--- src/design/uvr_pkg.sv ---
// Constants, state encoding and helpers for the under-voltage fault response block
// Notes on behaviour
// RULE_01 - 16-bit read/write unsigned trip threshold
// RULE_02 - Reaction 00: ignore fault, keep running
// RULE_03 - Reaction 01: run for delay, then retry
// RULE_04 - Reaction 10: disable output now, then retry
// RULE_05 - Reaction 11: off while fault, auto resume
// RULE_06 - Clear events end any latched fault
// RULE_07 - Retry 000: no restart, stay off
// RULE_08 - Retry 1-6: that many restarts, then off
// RULE_09 - Retry 111: restart without limit
// RULE_10 - Attempt starts spaced by delay field units
// RULE_11 - Delay code n means 2^n time units
// RULE_12 - Off command or other fault stops retrying
// RULE_13 - Voltage below threshold declares fault, sets status
package uvr_pkg;
  // Command codes of the two registers
  localparam logic [7:0] UVR_CMD_THRESHOLD = 8'h44;
  localparam logic [7:0] UVR_CMD_REACTION = 8'h45;
  // Reset values
  localparam logic [15:0] UVR_THRESHOLD_RST = 16'h0000;
  localparam logic [7:0] UVR_REACTION_RST = 8'h00;
  // Field positions in the reaction byte
  localparam int UVR_REACT_HI = 7;
  localparam int UVR_REACT_LO = 6;
  localparam int UVR_RETRY_HI = 5;
  localparam int UVR_RETRY_LO = 3;
  localparam int UVR_DELAY_HI = 2;
  localparam int UVR_DELAY_LO = 0;
  // Reaction field codes
  localparam logic [1:0] UVR_REACT_IGNORE = 2'h0;
  localparam logic [1:0] UVR_REACT_DELAYED = 2'h1;
  localparam logic [1:0] UVR_REACT_SHUTDOWN = 2'h2;
  localparam logic [1:0] UVR_REACT_HOLD = 2'h3;
  // Retry field codes
  localparam logic [2:0] UVR_RETRY_NONE = 3'h0;
  localparam logic [2:0] UVR_RETRY_ALWAYS = 3'h7;
  // Default width of the time unit count, in bits
  localparam int UVR_UNIT_W = 16;
  // Widest unit count (code 7 gives 128)
  localparam int UVR_UNITS_W = 8;

  // Fault handling states, Gray along run, delay, off, restart, latched
  typedef enum logic [2:0] {
    UVR_RUN = 3'b000,
    UVR_DELAY = 3'b001,
    UVR_OFF_WAIT = 3'b011,
    UVR_RESTART = 3'b010,
    UVR_LATCHED = 3'b110,
    UVR_HOLD = 3'b100
  } uvr_state_t;

  // Delay code to count of time units
  function automatic logic [UVR_UNITS_W-1:0] uvr_units(input logic [2:0] code);
    return 8'h01 << code; // RULE_11
  endfunction
endpackage

--- src/design/uvr_delay_timer.sv ---
// Delay timer counting a power-of-two number of time units
`timescale 1ns/1ps
module uvr_delay_timer #(
  parameter int UNIT_W = uvr_pkg::UVR_UNIT_W // Width of time unit count
) (
  input wire logic ref_clk_in, // System clock
  input wire logic rst_n_in, // Synchronous reset, active low
  input wire logic start_in, // Start or restart the delay
  input wire logic [2:0] code_in, // Delay code, 2^code units
  input wire logic [UNIT_W-1:0] unit_cycles_in, // Time unit in clock cycles
  output logic busy_out, // Delay running
  output logic done_out // One-cycle pulse at expiry
);
  import uvr_pkg::*;

  if (UNIT_W < 2) begin : g_chk
    $error("uvr_delay_timer: UNIT_W too small");
  end

  logic busy_r; // Timer running
  logic done_r; // Expiry pulse
  logic [UNIT_W-1:0] unit_r; // Latched unit length, never zero
  logic [UNIT_W-1:0] unit_cnt_r; // Cycles within the current unit
  logic [UVR_UNITS_W-1:0] left_r; // Units still to run
  logic [UNIT_W-1:0] unit_eff; // Unit length, zero read as one
  // A zero unit would wrap to a 2^UNIT_W-cycle count, so it is stretched to one cycle
  assign unit_eff = (unit_cycles_in == '0) ? {{(UNIT_W-1){1'b0}}, 1'b1} : unit_cycles_in;

  // Unit length latched at start so a mid-run change cannot stretch a delay
  always_ff @(posedge ref_clk_in) begin
    if (!rst_n_in) begin
      busy_r <= 1'b0;
      done_r <= 1'b0;
      unit_r <= {{(UNIT_W-1){1'b0}}, 1'b1};
      unit_cnt_r <= '0;
      left_r <= '0;
    end else if (start_in) begin
      busy_r <= 1'b1;
      done_r <= 1'b0;
      unit_r <= unit_eff;
      unit_cnt_r <= '0;
      left_r <= uvr_units(code_in); // RULE_11
    end else begin
      done_r <= 1'b0;
      if (busy_r) begin
        if (unit_cnt_r == unit_r - 1'b1) begin
          unit_cnt_r <= '0;
          left_r <= left_r - 1'b1;
          // Last unit ends the delay
          if (left_r == 8'h01) begin
            busy_r <= 1'b0;
            done_r <= 1'b1; // RULE_10
          end
        end else begin
          unit_cnt_r <= unit_cnt_r + 1'b1;
        end
      end
    end
  end

  assign busy_out = busy_r;
  assign done_out = done_r;

  // Helper: elapsed cycles and expected total, read only by the check below
  logic [UVR_UNITS_W+UNIT_W-1:0] elapsed_r;
  logic [UVR_UNITS_W+UNIT_W-1:0] total_r;
  always_ff @(posedge ref_clk_in) begin
    if (!rst_n_in) begin
      elapsed_r <= '0;
      total_r <= '0;
    end else if (start_in) begin
      elapsed_r <= '0;
      total_r <= {{UNIT_W{1'b0}}, uvr_units(code_in)} * {{UVR_UNITS_W{1'b0}}, unit_eff};
    end else if (busy_r) begin
      elapsed_r <= elapsed_r + 1'b1;
    end
  end
endmodule // uvr_delay_timer

--- src/design/uvr_fault_response.sv ---
// Output under-voltage fault detection, reaction and retry control
`timescale 1ns/1ps
module uvr_fault_response #(
  parameter int UNIT_W = uvr_pkg::UVR_UNIT_W // Width of time unit count
) (
  input wire logic ref_clk_in, // 125 MHz clock
  input wire logic rst_n_in, // Synchronous reset, active low
  input wire logic [7:0] cmd_code_in, // Command code of access
  input wire logic wr_en_in, // One-cycle write strobe
  input wire logic [15:0] wr_data_in, // Write data, bytes in low bits
  output logic [15:0] rd_data_out, // Registered read data
  input wire logic [15:0] vout_meas_in, // Measured output voltage
  input wire logic [UNIT_W-1:0] unit_cycles_in, // Time unit for this fault
  input wire logic op_on_in, // Output commanded on (pin and command)
  input wire logic bias_ok_in, // Bias power present, asynchronous
  input wire logic other_fault_in, // Another fault shut the unit down
  input wire logic fault_bit_clear_in, // Clear this fault bit, pulse
  input wire logic clear_faults_in, // Clear all faults, pulse
  output logic output_enable_out, // Power stage enable
  output logic uv_fault_status_out, // Sticky under-voltage fault bit
  output logic host_alert_out, // Pulse when the fault bit sets
  output logic retrying_out // Retry sequence in progress
);
  import uvr_pkg::*;

  if (UNIT_W < 2 || UNIT_W > 24) begin : g_chk
    $error("uvr_fault_response: UNIT_W out of range");
  end

  logic [15:0] threshold_r; // Trip threshold
  logic [7:0] reaction_r; // Reaction configuration
  logic [15:0] rd_data_r; // Read data
  logic bias_s1_r; // Bias synchroniser, first stage
  logic bias_s2_r; // Bias synchroniser, second stage
  logic op_on_d_r; // Previous on command, for edge detect
  uvr_state_t state_r; // Fault handling state
  logic [2:0] attempts_r; // Restart attempts made
  logic start_r; // Timer start request
  logic out_en_r; // Output enable
  logic status_r; // Sticky fault bit
  logic alert_r; // Alert pulse
  logic timer_done; // Timer expired
  logic done_ok; // Expiry not from a stale run

  // Field decode
  logic [1:0] react;
  logic [2:0] retry_lim;
  logic [2:0] delay_code;
  assign react = reaction_r[UVR_REACT_HI:UVR_REACT_LO];
  assign retry_lim = reaction_r[UVR_RETRY_HI:UVR_RETRY_LO];
  assign delay_code = reaction_r[UVR_DELAY_HI:UVR_DELAY_LO];

  // Fault condition and the events that steer the machine
  logic fault_now;
  logic on_rise;
  logic clear_evt;
  logic stop_evt;
  logic fault_set;
  assign fault_now = vout_meas_in < threshold_r; // RULE_13
  assign on_rise = op_on_in & ~op_on_d_r;
  // Off-then-on, bias loss and explicit clears all drop a latched fault
  assign clear_evt = fault_bit_clear_in | clear_faults_in | on_rise | ~bias_s2_r; // RULE_06
  assign stop_evt = ~op_on_in | other_fault_in; // RULE_12
  assign fault_set = (state_r == UVR_RUN) && fault_now && op_on_in && bias_s2_r; // RULE_13
  assign done_ok = timer_done & ~start_r;

  // Register writes
  always_ff @(posedge ref_clk_in) begin
    if (!rst_n_in) begin
      threshold_r <= UVR_THRESHOLD_RST;
      reaction_r <= UVR_REACTION_RST;
    end else if (wr_en_in) begin
      if (cmd_code_in == UVR_CMD_THRESHOLD) begin
        threshold_r <= wr_data_in; // RULE_01
      end
      if (cmd_code_in == UVR_CMD_REACTION) begin
        reaction_r <= wr_data_in[7:0];
      end
    end
  end

  // Read data, unknown codes read zero
  always_ff @(posedge ref_clk_in) begin
    if (!rst_n_in) begin
      rd_data_r <= 16'h0000;
    end else begin
      case (cmd_code_in)
        UVR_CMD_THRESHOLD: rd_data_r <= threshold_r; // RULE_01
        UVR_CMD_REACTION: rd_data_r <= {8'h00, reaction_r};
        default: rd_data_r <= 16'h0000;
      endcase
    end
  end

  // Bias is a pin level; two flops before use
  always_ff @(posedge ref_clk_in) begin
    if (!rst_n_in) begin
      bias_s1_r <= 1'b0;
      bias_s2_r <= 1'b0;
      op_on_d_r <= 1'b1; // Idle high, so no false on-edge after reset
    end else begin
      bias_s1_r <= bias_ok_in;
      bias_s2_r <= bias_s1_r;
      op_on_d_r <= op_on_in;
    end
  end

  // Reaction and retry sequencing
  always_ff @(posedge ref_clk_in) begin
    if (!rst_n_in) begin
      state_r <= UVR_RUN;
      attempts_r <= 3'h0;
      start_r <= 1'b0;
    end else begin
      start_r <= 1'b0;
      if (clear_evt) begin
        state_r <= UVR_RUN; // RULE_06
        attempts_r <= 3'h0;
      end else begin
        case (state_r)
          UVR_RUN: begin
            if (fault_set) begin
              case (react)
                UVR_REACT_DELAYED: begin
                  state_r <= UVR_DELAY; // RULE_03
                  start_r <= 1'b1;
                end
                UVR_REACT_SHUTDOWN: begin
                  // Output drops now; retry setting decides what follows
                  if (retry_lim == UVR_RETRY_NONE) begin
                    state_r <= UVR_LATCHED; // RULE_07
                  end else begin
                    state_r <= UVR_OFF_WAIT; // RULE_04
                    start_r <= 1'b1;
                  end
                end
                UVR_REACT_HOLD: state_r <= UVR_HOLD; // RULE_05
                default: state_r <= UVR_RUN; // RULE_02
              endcase
            end
          end
          UVR_DELAY: begin
            // Fault gone early: back to running, with the sticky fault bit still set
            if (!fault_now) begin
              state_r <= UVR_RUN;
            end else if (done_ok) begin
              if (retry_lim == UVR_RETRY_NONE) begin
                state_r <= UVR_LATCHED; // RULE_07
              end else begin
                state_r <= UVR_OFF_WAIT; // RULE_03
                start_r <= 1'b1;
              end
            end
          end
          UVR_OFF_WAIT: begin
            if (stop_evt) begin
              state_r <= UVR_LATCHED; // RULE_12
            end else if (done_ok) begin
              state_r <= UVR_RESTART; // RULE_10
              attempts_r <= 3'h1;
              start_r <= 1'b1;
            end
          end
          UVR_RESTART: begin
            if (stop_evt) begin
              state_r <= UVR_LATCHED; // RULE_12
            end else if (done_ok) begin
              if (!fault_now) begin
                state_r <= UVR_RUN;
                attempts_r <= 3'h0;
              end else if (retry_lim == UVR_RETRY_ALWAYS) begin
                start_r <= 1'b1; // RULE_09
              end else if (attempts_r < retry_lim) begin
                attempts_r <= attempts_r + 3'h1; // RULE_08
                start_r <= 1'b1; // RULE_10
              end else begin
                state_r <= UVR_LATCHED; // RULE_08
              end
            end
          end
          UVR_HOLD: begin
            if (!fault_now) begin
              state_r <= UVR_RUN; // RULE_05
            end
          end
          UVR_LATCHED: state_r <= UVR_LATCHED; // RULE_07
          default: state_r <= UVR_RUN;
        endcase
      end
    end
  end

  // Output drive follows state one cycle later; gated by command and bias
  always_ff @(posedge ref_clk_in) begin
    if (!rst_n_in) begin
      out_en_r <= 1'b0;
    end else begin
      out_en_r <= op_on_in & bias_s2_r & ~other_fault_in &
        ((state_r == UVR_RUN) | (state_r == UVR_DELAY) | (state_r == UVR_RESTART)); // RULE_04
    end
  end

  // Sticky fault bit; a new fault in the clearing cycle wins
  always_ff @(posedge ref_clk_in) begin
    if (!rst_n_in) begin
      status_r <= 1'b0;
      alert_r <= 1'b0;
    end else begin
      alert_r <= fault_set & ~status_r;
      if (fault_set) begin
        status_r <= 1'b1; // RULE_13
      end else if (clear_evt) begin
        status_r <= 1'b0; // RULE_06
      end
    end
  end

  uvr_delay_timer #(
    .UNIT_W(UNIT_W)
  ) u_timer (
    .ref_clk_in(ref_clk_in),
    .rst_n_in(rst_n_in),
    .start_in(start_r),
    .code_in(delay_code),
    .unit_cycles_in(unit_cycles_in),
    .busy_out(),
    .done_out(timer_done)
  );

  assign rd_data_out = rd_data_r;
  assign output_enable_out = out_en_r;
  assign uv_fault_status_out = status_r;
  assign host_alert_out = alert_r;
  assign retrying_out = (state_r == UVR_OFF_WAIT) | (state_r == UVR_RESTART);
endmodule // uvr_fault_response

--- config.mk ---
export PLATFORM = sky130hd
export DESIGN_NAME = uvr_fault_response
export DESIGN_NICKNAME = d
export VERILOG_FILES = /design/src/design/uvr_pkg.sv /design/src/design/uvr_delay_timer.sv /design/src/design/uvr_fault_response.sv
export SDC_FILE = /design/constraint.sdc
export NUM_CORES = 1
export LEC_CHECK = 0
export ABC_AREA = 1
export BUFFER_PORTS_ARGS = -buffer_cell sky130_fd_sc_hd__buf_4
export CORE_ASPECT_RATIO = 0.9
export CORE_MARGIN = 5
export CORE_UTILIZATION = 40
export CTS_BUF_LIST = sky130_fd_sc_hd__clkbuf_2
export DETAILED_ROUTE_END_ITERATION = 16
export GPL_TIMING_DRIVEN = 0
export HOLD_SLACK_MARGIN = 0.06
export PLACE_DENSITY = 0.68
export SYNTH_ARGS = -nofsm -noshare
export SYNTH_HDL_FRONTEND = slang
export SYNTH_SLANG_ARGS = --single-unit
--- constraint.sdc ---
create_clock -name ref_clk_in -period 2.6 [get_ports ref_clk_in]
set_input_delay 0.52 -clock ref_clk_in [delete_from_list [all_inputs] [get_ports ref_clk_in]]
set_output_delay 0.52 -clock ref_clk_in [all_outputs]
set_load 0.02 [all_outputs]
======== Word-level counts from Yosys, hierarchy flattened ========
Index checks and enable logic that the tools add are counted.
storage, ports and cells
  bits in registers ....................... 95
  bits of input ports ..................... 64
  output and inout bits ................... 20
  word-level logic and storage cells ...... 138
operators by class
  $add $sub $neg .......................... 4
  order comparisons ....................... 2
  equal/unequal tests ..................... 26
  shift-type cells ........................ 1
  muxes and demuxes ....................... 48
  bitwise logic cells ..................... 22
  reductions and logical operators ........ 18
operators with widths
  operator               number
  $mux 3                 19
  $mux 16                2
  $pmux 16 s2            1
  $mux 8                 3
  $mux 1                 18
  $pmux 3 s6             1
  $add 16x1->16 const B  1
  $eq 16x16->1           1
  $eq 8x7->1 const B     2
  $logic_not 16->1       1
  $lt 16x16->1           1
  $sub 16x1->16 const B  1
  $ne 3x3->1 const B     5
  $reduce_and 7->1       2
  $ne 2x2->1 const B     6
  $eq 3x3->1 const B     3
  $not 1->1              9
  $pmux 3 s3             1
  $eq 8x1->1 const B     1
  $ne 4x4->1 const B     2
  $reduce_bool 2->1      4
  $shl 1x3->8 const A    1
  $sub 8x1->8 const B    1
  $or 1x1->1             7
  other kinds (15)       28

======== Depth between registers and ports, before layout ========
  word-level depth ........................ 7
  gate-level depth with buffers ........... 16
  mapped depth without buffers ............ 16

======== By module ========
From an unflattened synthesis, not the netlist that was laid out.
unflattened totals
  cell total of the unflattened synthesis .. 793
  area total of the unflattened synthesis .. 5,516.5 um^2
modules (own cells, without submodules)
  module              instances  cells each  area each (um^2)  sequential area each (um^2)
  uvr_delay_timer     1          437         2,825.2           840.8
  uvr_fault_response  1          356         2,691.3           1,061.0

======== Worst setup path after synthesis ========
OpenSTA, ideal clock, no wires.
  kind .................................... input to register
  start ................................... input vout_meas_in[9]
  end ..................................... register state_r[1]
  setup time .............................. 0.070 ns
  arrival ................................. 1.915 ns
  data required time ...................... 2.530 ns
  path slack .............................. 0.616 ns
  stages on the path ...................... 12
  buffers on the path ..................... 0
  cell sequence ........................... ha_1 nand2_1 inv_1 o21ai_0 a21oi_1 nor2_1 nand2_1 nor2_1 inv_1 nand3_1 nand2_1 a21oi_1
on the way
  longest elaborated chain between the ends .. 6
  elaborated cells on any way between the ends .. 15
  classes of those cells .................. order compare: 1; eq/ne: 5; mux: 5; reduce/logical: 4
ends and longest elaborated chain
  element                         line                       RTL
  from (decl)                     uvr_fault_response.sv:12   input wire logic [15:0] vout_meas_in,
  $lt 16x16->1 *                  uvr_fault_response.sv:59   assign fault_now = vout_meas_in < threshold_r;
  $logic_and 1x1->1 (3 in a row)  uvr_fault_response.sv:64   assign fault_set = (state_r == UVR_RUN) && fault_now && op_on_in && bias_s2_r;
  $ne 2x2->1 (no line)            n/a
  $reduce_and 7->1 (no line)      n/a
  to (signal assigned)            uvr_fault_response.sv:111  state_r <= UVR_RUN;
  to (signal assigned)            uvr_fault_response.sv:117  state_r <= UVR_RUN;
  to (signal assigned)            uvr_fault_response.sv:125  state_r <= UVR_DELAY;
  to (decl)                       uvr_fault_response.sv:36   uvr_state_t state_r;
Every way passes the cells marked *; elsewhere a longest branch is shown, timed or not. The select of a mux whose other input is x is not followed.
A chain may end at the register's enable or synchronous reset.

======== Final worst setup path ========
  start ................................... register u_timer.unit_r[0]
  end ..................................... register u_timer.left_r[6]
on the way
  longest elaborated chain between the ends .. 4
ends and longest elaborated chain
  element                      line                   RTL
  from (decl)                  uvr_delay_timer.sv:22  logic [UNIT_W-1:0] unit_r;
  from (signal assigned)       uvr_delay_timer.sv:34  unit_r <= {{(UNIT_W-1){1'b0}}, 1'b1};
  from (signal assigned)       uvr_delay_timer.sv:40  unit_r <= unit_eff;
  $sub 16x1->16                uvr_delay_timer.sv:46  if (unit_cnt_r == unit_r - 1'b1) begin
  $eq 16x16->1                 uvr_delay_timer.sv:46
  $reduce_bool 2->1 (no line)  n/a
  $reduce_and 2->1 (no line)   n/a
  to (signal assigned)         uvr_delay_timer.sv:42  left_r <= uvr_units(code_in);
  to (signal assigned)         uvr_delay_timer.sv:48  left_r <= left_r - 1'b1;
  to (decl)                    uvr_delay_timer.sv:24  logic [UVR_UNITS_W-1:0] left_r;
Every way passes these cells.

==> impl_metrics.json <==
{
  "die_w_um": 133.9,
  "synthSimpleGateAreaFrac_pct": 34.45,
  "area_growth_pct": 18.36,
  "die_area_sq_um": 16270,
  "first_pass_iters": 4,
  "maxCapViolCount": 0,
  "viasPerCell": 4.976,
  "synth_common_cells": "168 x nand2_1, 117 x inv_1, 95 x dfxtp_1, 79 x nor2_1, 78 x nand3_1",
  "antennaDiodeCount": 0,
  "synth_mux_area_share_pct": 0,
  "grt_antenna_before_repair": 0,
  "finalCritPeriodShare_pct": 88.97,
  "tns_ns": 0,
  "synth_compound_area_share_pct": 11.39,
  "skew_ns": 0.02791,
  "crit_path_end_kind": "register",
  "start_util_pct": 41.06,
  "fin_area_sq_um": 6543,
  "io_buffers": 83,
  "routed_wl_um": 14970,
  "r2r_setup_slack_ns": 0.29,
  "num_vias": 5369,
  "synthDistinctLibCells": 42,
  "synth_edf_count": 0,
  "post_cts_buffers": 0,
  "multi_input_area_sq_um": 3078,
  "grt_use_total_pct": 18.84,
  "r2r_cells": 15,
  "post-place-ws_ns": -0.1641,
  "clock_latency_ns": 0.57,
  "max_freq_ghz": 0.4323,
  "wl_per_cell_um": 13.87,
  "ir_drop_mv": 0.2884,
  "cp.required_ns": 3.08,
  "grt_pass1_wl_um": 24880,
  "rsz0062_at_grt": "no",
  "critPathMaxFanout": 7,
  "slew_headroom_pct": 38.60,
  "cts_tree": "yes",
  "leakagePower_nw": 3.095,
  "synth_most_common_cell": "nand2_1",
  "met3_usage_pct": 3.690,
  "startpoint": "u_timer.unit_r[0]",
  "yosysSeqAreaShare_pct": 34.40,
  "cp_slowest_cell": "dfxtp_1",
  "crit_chain": "inv_1, ha_2, nand2_1, nor2_2, nand3_1, nand2_1, nand2_1, inv_1, nand2_1, nor2_1, nand3_1, nand2_1, nand2_1, nor2_1, nor2_1",
  "cts.clk_slew.worst_paths_ns": 0.26,
  "total_power_mw": 2.593,
  "synth_top_family_by_area": "simple AND/OR/NAND/NOR gates",
  "grt_use_met1_pct": 24.47,
  "cts_buffers": 9,
  "synth_top_cell_area_share_pct": 34.40,
  "p_per_area_nw_per_um2": 396.4,
  "synth_xor_area_share_pct": 3.644,
  "synth_area_leader_cell": "dfxtp_1",
  "place_hpwl_um": 12110,
  "gr-usage-met2_pct": 31.82,
  "synth_top_flop_cell": "dfxtp_1",
  "timing.rr.start": "u_timer.unit_r[0]",
  "r2r_end": "u_timer.left_r[6]",
  "synthAdderAreaFrac_pct": 6.111,
  "grt_overflow": 0,
  "fin_nets": 997,
  "endpoint": "u_timer.left_r[6]",
  "yosysWarnings": 0,
  "synthArstFlopShare_pct": 0,
  "ios": 84,
  "dpl-instance-area_sq_um": 6361,
  "drc": 0,
  "ys_top_cells_by_area": "dfxtp_1 34%, nand2_1 11%, inv_1 7.9%",
  "fillCellCount": 1382,
  "busiest_layer": "met2",
  "min_period_ns": 2.313,
  "hp-class": "in2reg",
  "htreeDepth": 3,
  "status": "completed",
  "worstMarginPinSlew_ns": 0.9135,
  "worst_slack_ns": 0.2869,
  "arrival_ns": 2.80,
  "path_class": "reg2reg",
  "hold_violations": 0,
  "ys_ff_latch": 95,
  "cts_buffer_depth": 2,
  "grt_max_degree": 17,
  "cpMostUsedCell": "nand2_1",
  "finalSetupViolCount": 0,
  "maxSlewViolCount": 0,
  "avgSynthCellArea_sq_um": 6.816,
  "initialDrtViolationCount": 340,
  "ant_nets": 0,
  "rows": 40,
  "core-area_sq_um": 13460,
  "syn_inst": 811,
  "worst_path_largest_cell_delay_ns": 0.40,
  "drive_above_1_share_pct": 16.25,
  "startpoint_type": "register",
  "gp_congestion": 0.9372,
  "synth_nets": 902,
  "netlist_area_sq_um": 5528,
  "seqCellArea_sq_um": 1902,
  "clock-sinks": 95,
  "whs_ns": 0.1384,
  "first_global_vias": 5147,
  "die_y_um": 121.5,
  "clock-root-buffer": "clkbuf_2"
}
==> what timing repair did <==
| action | CTS | global route |
|---|---|---|
| resized for setup | 0 | 2 |
| endpoints found under the setup margin | 0 | 7 |
| hold buffers | 1 | 0 |
| hold endpoints to repair | 1 | 0 |
==> kinds of logic after synthesis <==
| family | count (synthesis) |
|---|---|
| compound gates | 120 |
| xor+xnor | 23 |
| fa+ha+maj | 27 |
| buf+inv | 139 |
| flops | 95 |
| simple gates | 407 |
==> critical path, delay by kind of cell, from the launching register on <==
family        cells  cell delay, ns
simple gates     12            1.36
flops             1            0.40
fa+ha+maj         1            0.27
buf+inv           2            0.18
==> through the flow <==
step	instances	utilization, %
after floorplan	811	-
after global placement	1062	47.25
after detailed placement	1062	47.25
after CTS	1079	48.56
after global routing	1079	48.60
final	1079	48.60
==> worst min path at each step <==
stage / start / end / slack (ns) / cells after the start
floorplan: bias_s1_r / bias_s2_r / 0.39 / 2
global placement: bias_s1_r / bias_s2_r / 0.39 / 2
detailed placement: bias_s1_r / bias_s2_r / 0.40 / 2
CTS: op_on_in / op_on_d_r / 0.09 / 3
global route: op_on_in / op_on_d_r / 0.08 / 3
finish: op_on_in / op_on_d_r / 0.14 / 3
==> power breakdown <==
part	internal, mW	total (mW)	switching (mW)
Clock	0.418	0.940	0.522
Sequential	1.47	1.47	0.00128
Combinational	0.0918	0.187	0.0954
==> cell type report <==
class                   instances  share of cell area [%]
repair buffers                 84                   9.677
clock inverters                 7                   1.855
multi-input cells             577                   47.05
inverters                     120                   6.885
clock buffers                   9                  0.6885
plain buffers                  19                   1.568
well taps                     168                   3.213
flip-flops and latches         95                   29.07
==> cell usage in the layout, fill, tap and decap left out, drive strengths merged, types with 12 or more instances in the layout <==
| cell | instances |
|---|---|
| a21oi | 51 |
| buf | 92 |
| clkbuf | 19 |
| dfxtp | 95 |
| ha | 27 |
| inv | 119 |
| nand2 | 177 |
| nand3 | 86 |
| nand4 | 14 |
| nor2 | 94 |
| nor3 | 22 |
| o21ai | 54 |
| xor2 | 12 |
==> sequential cells by signal, indices dropped and copies added, names as in the netlist <==
signal and flops:
rd_data_out 16, reaction_r 8, output_enable_out 1, state_r 3, host_alert_out 1, op_on_d_r 1, u_timer.unit_cnt_r 16, u_timer.left_r 8
attempts_r 3, u_timer.busy_out 1, threshold_r 16, u_timer.done_out 1, start_r 1, bias_s2_r 1, u_timer.unit_r 16, uv_fault_status_out 1
bias_s1_r 1
==> per-layer routing <==
layer / share of wire [%] / up-vias
met5: 0 / -
met4: 1.8 / 0
met3: 3.7 / 19
met2: 46 / 88
met1: 48 / 2443
li1: - / 2819
Power figures use the tool's default switching activity.
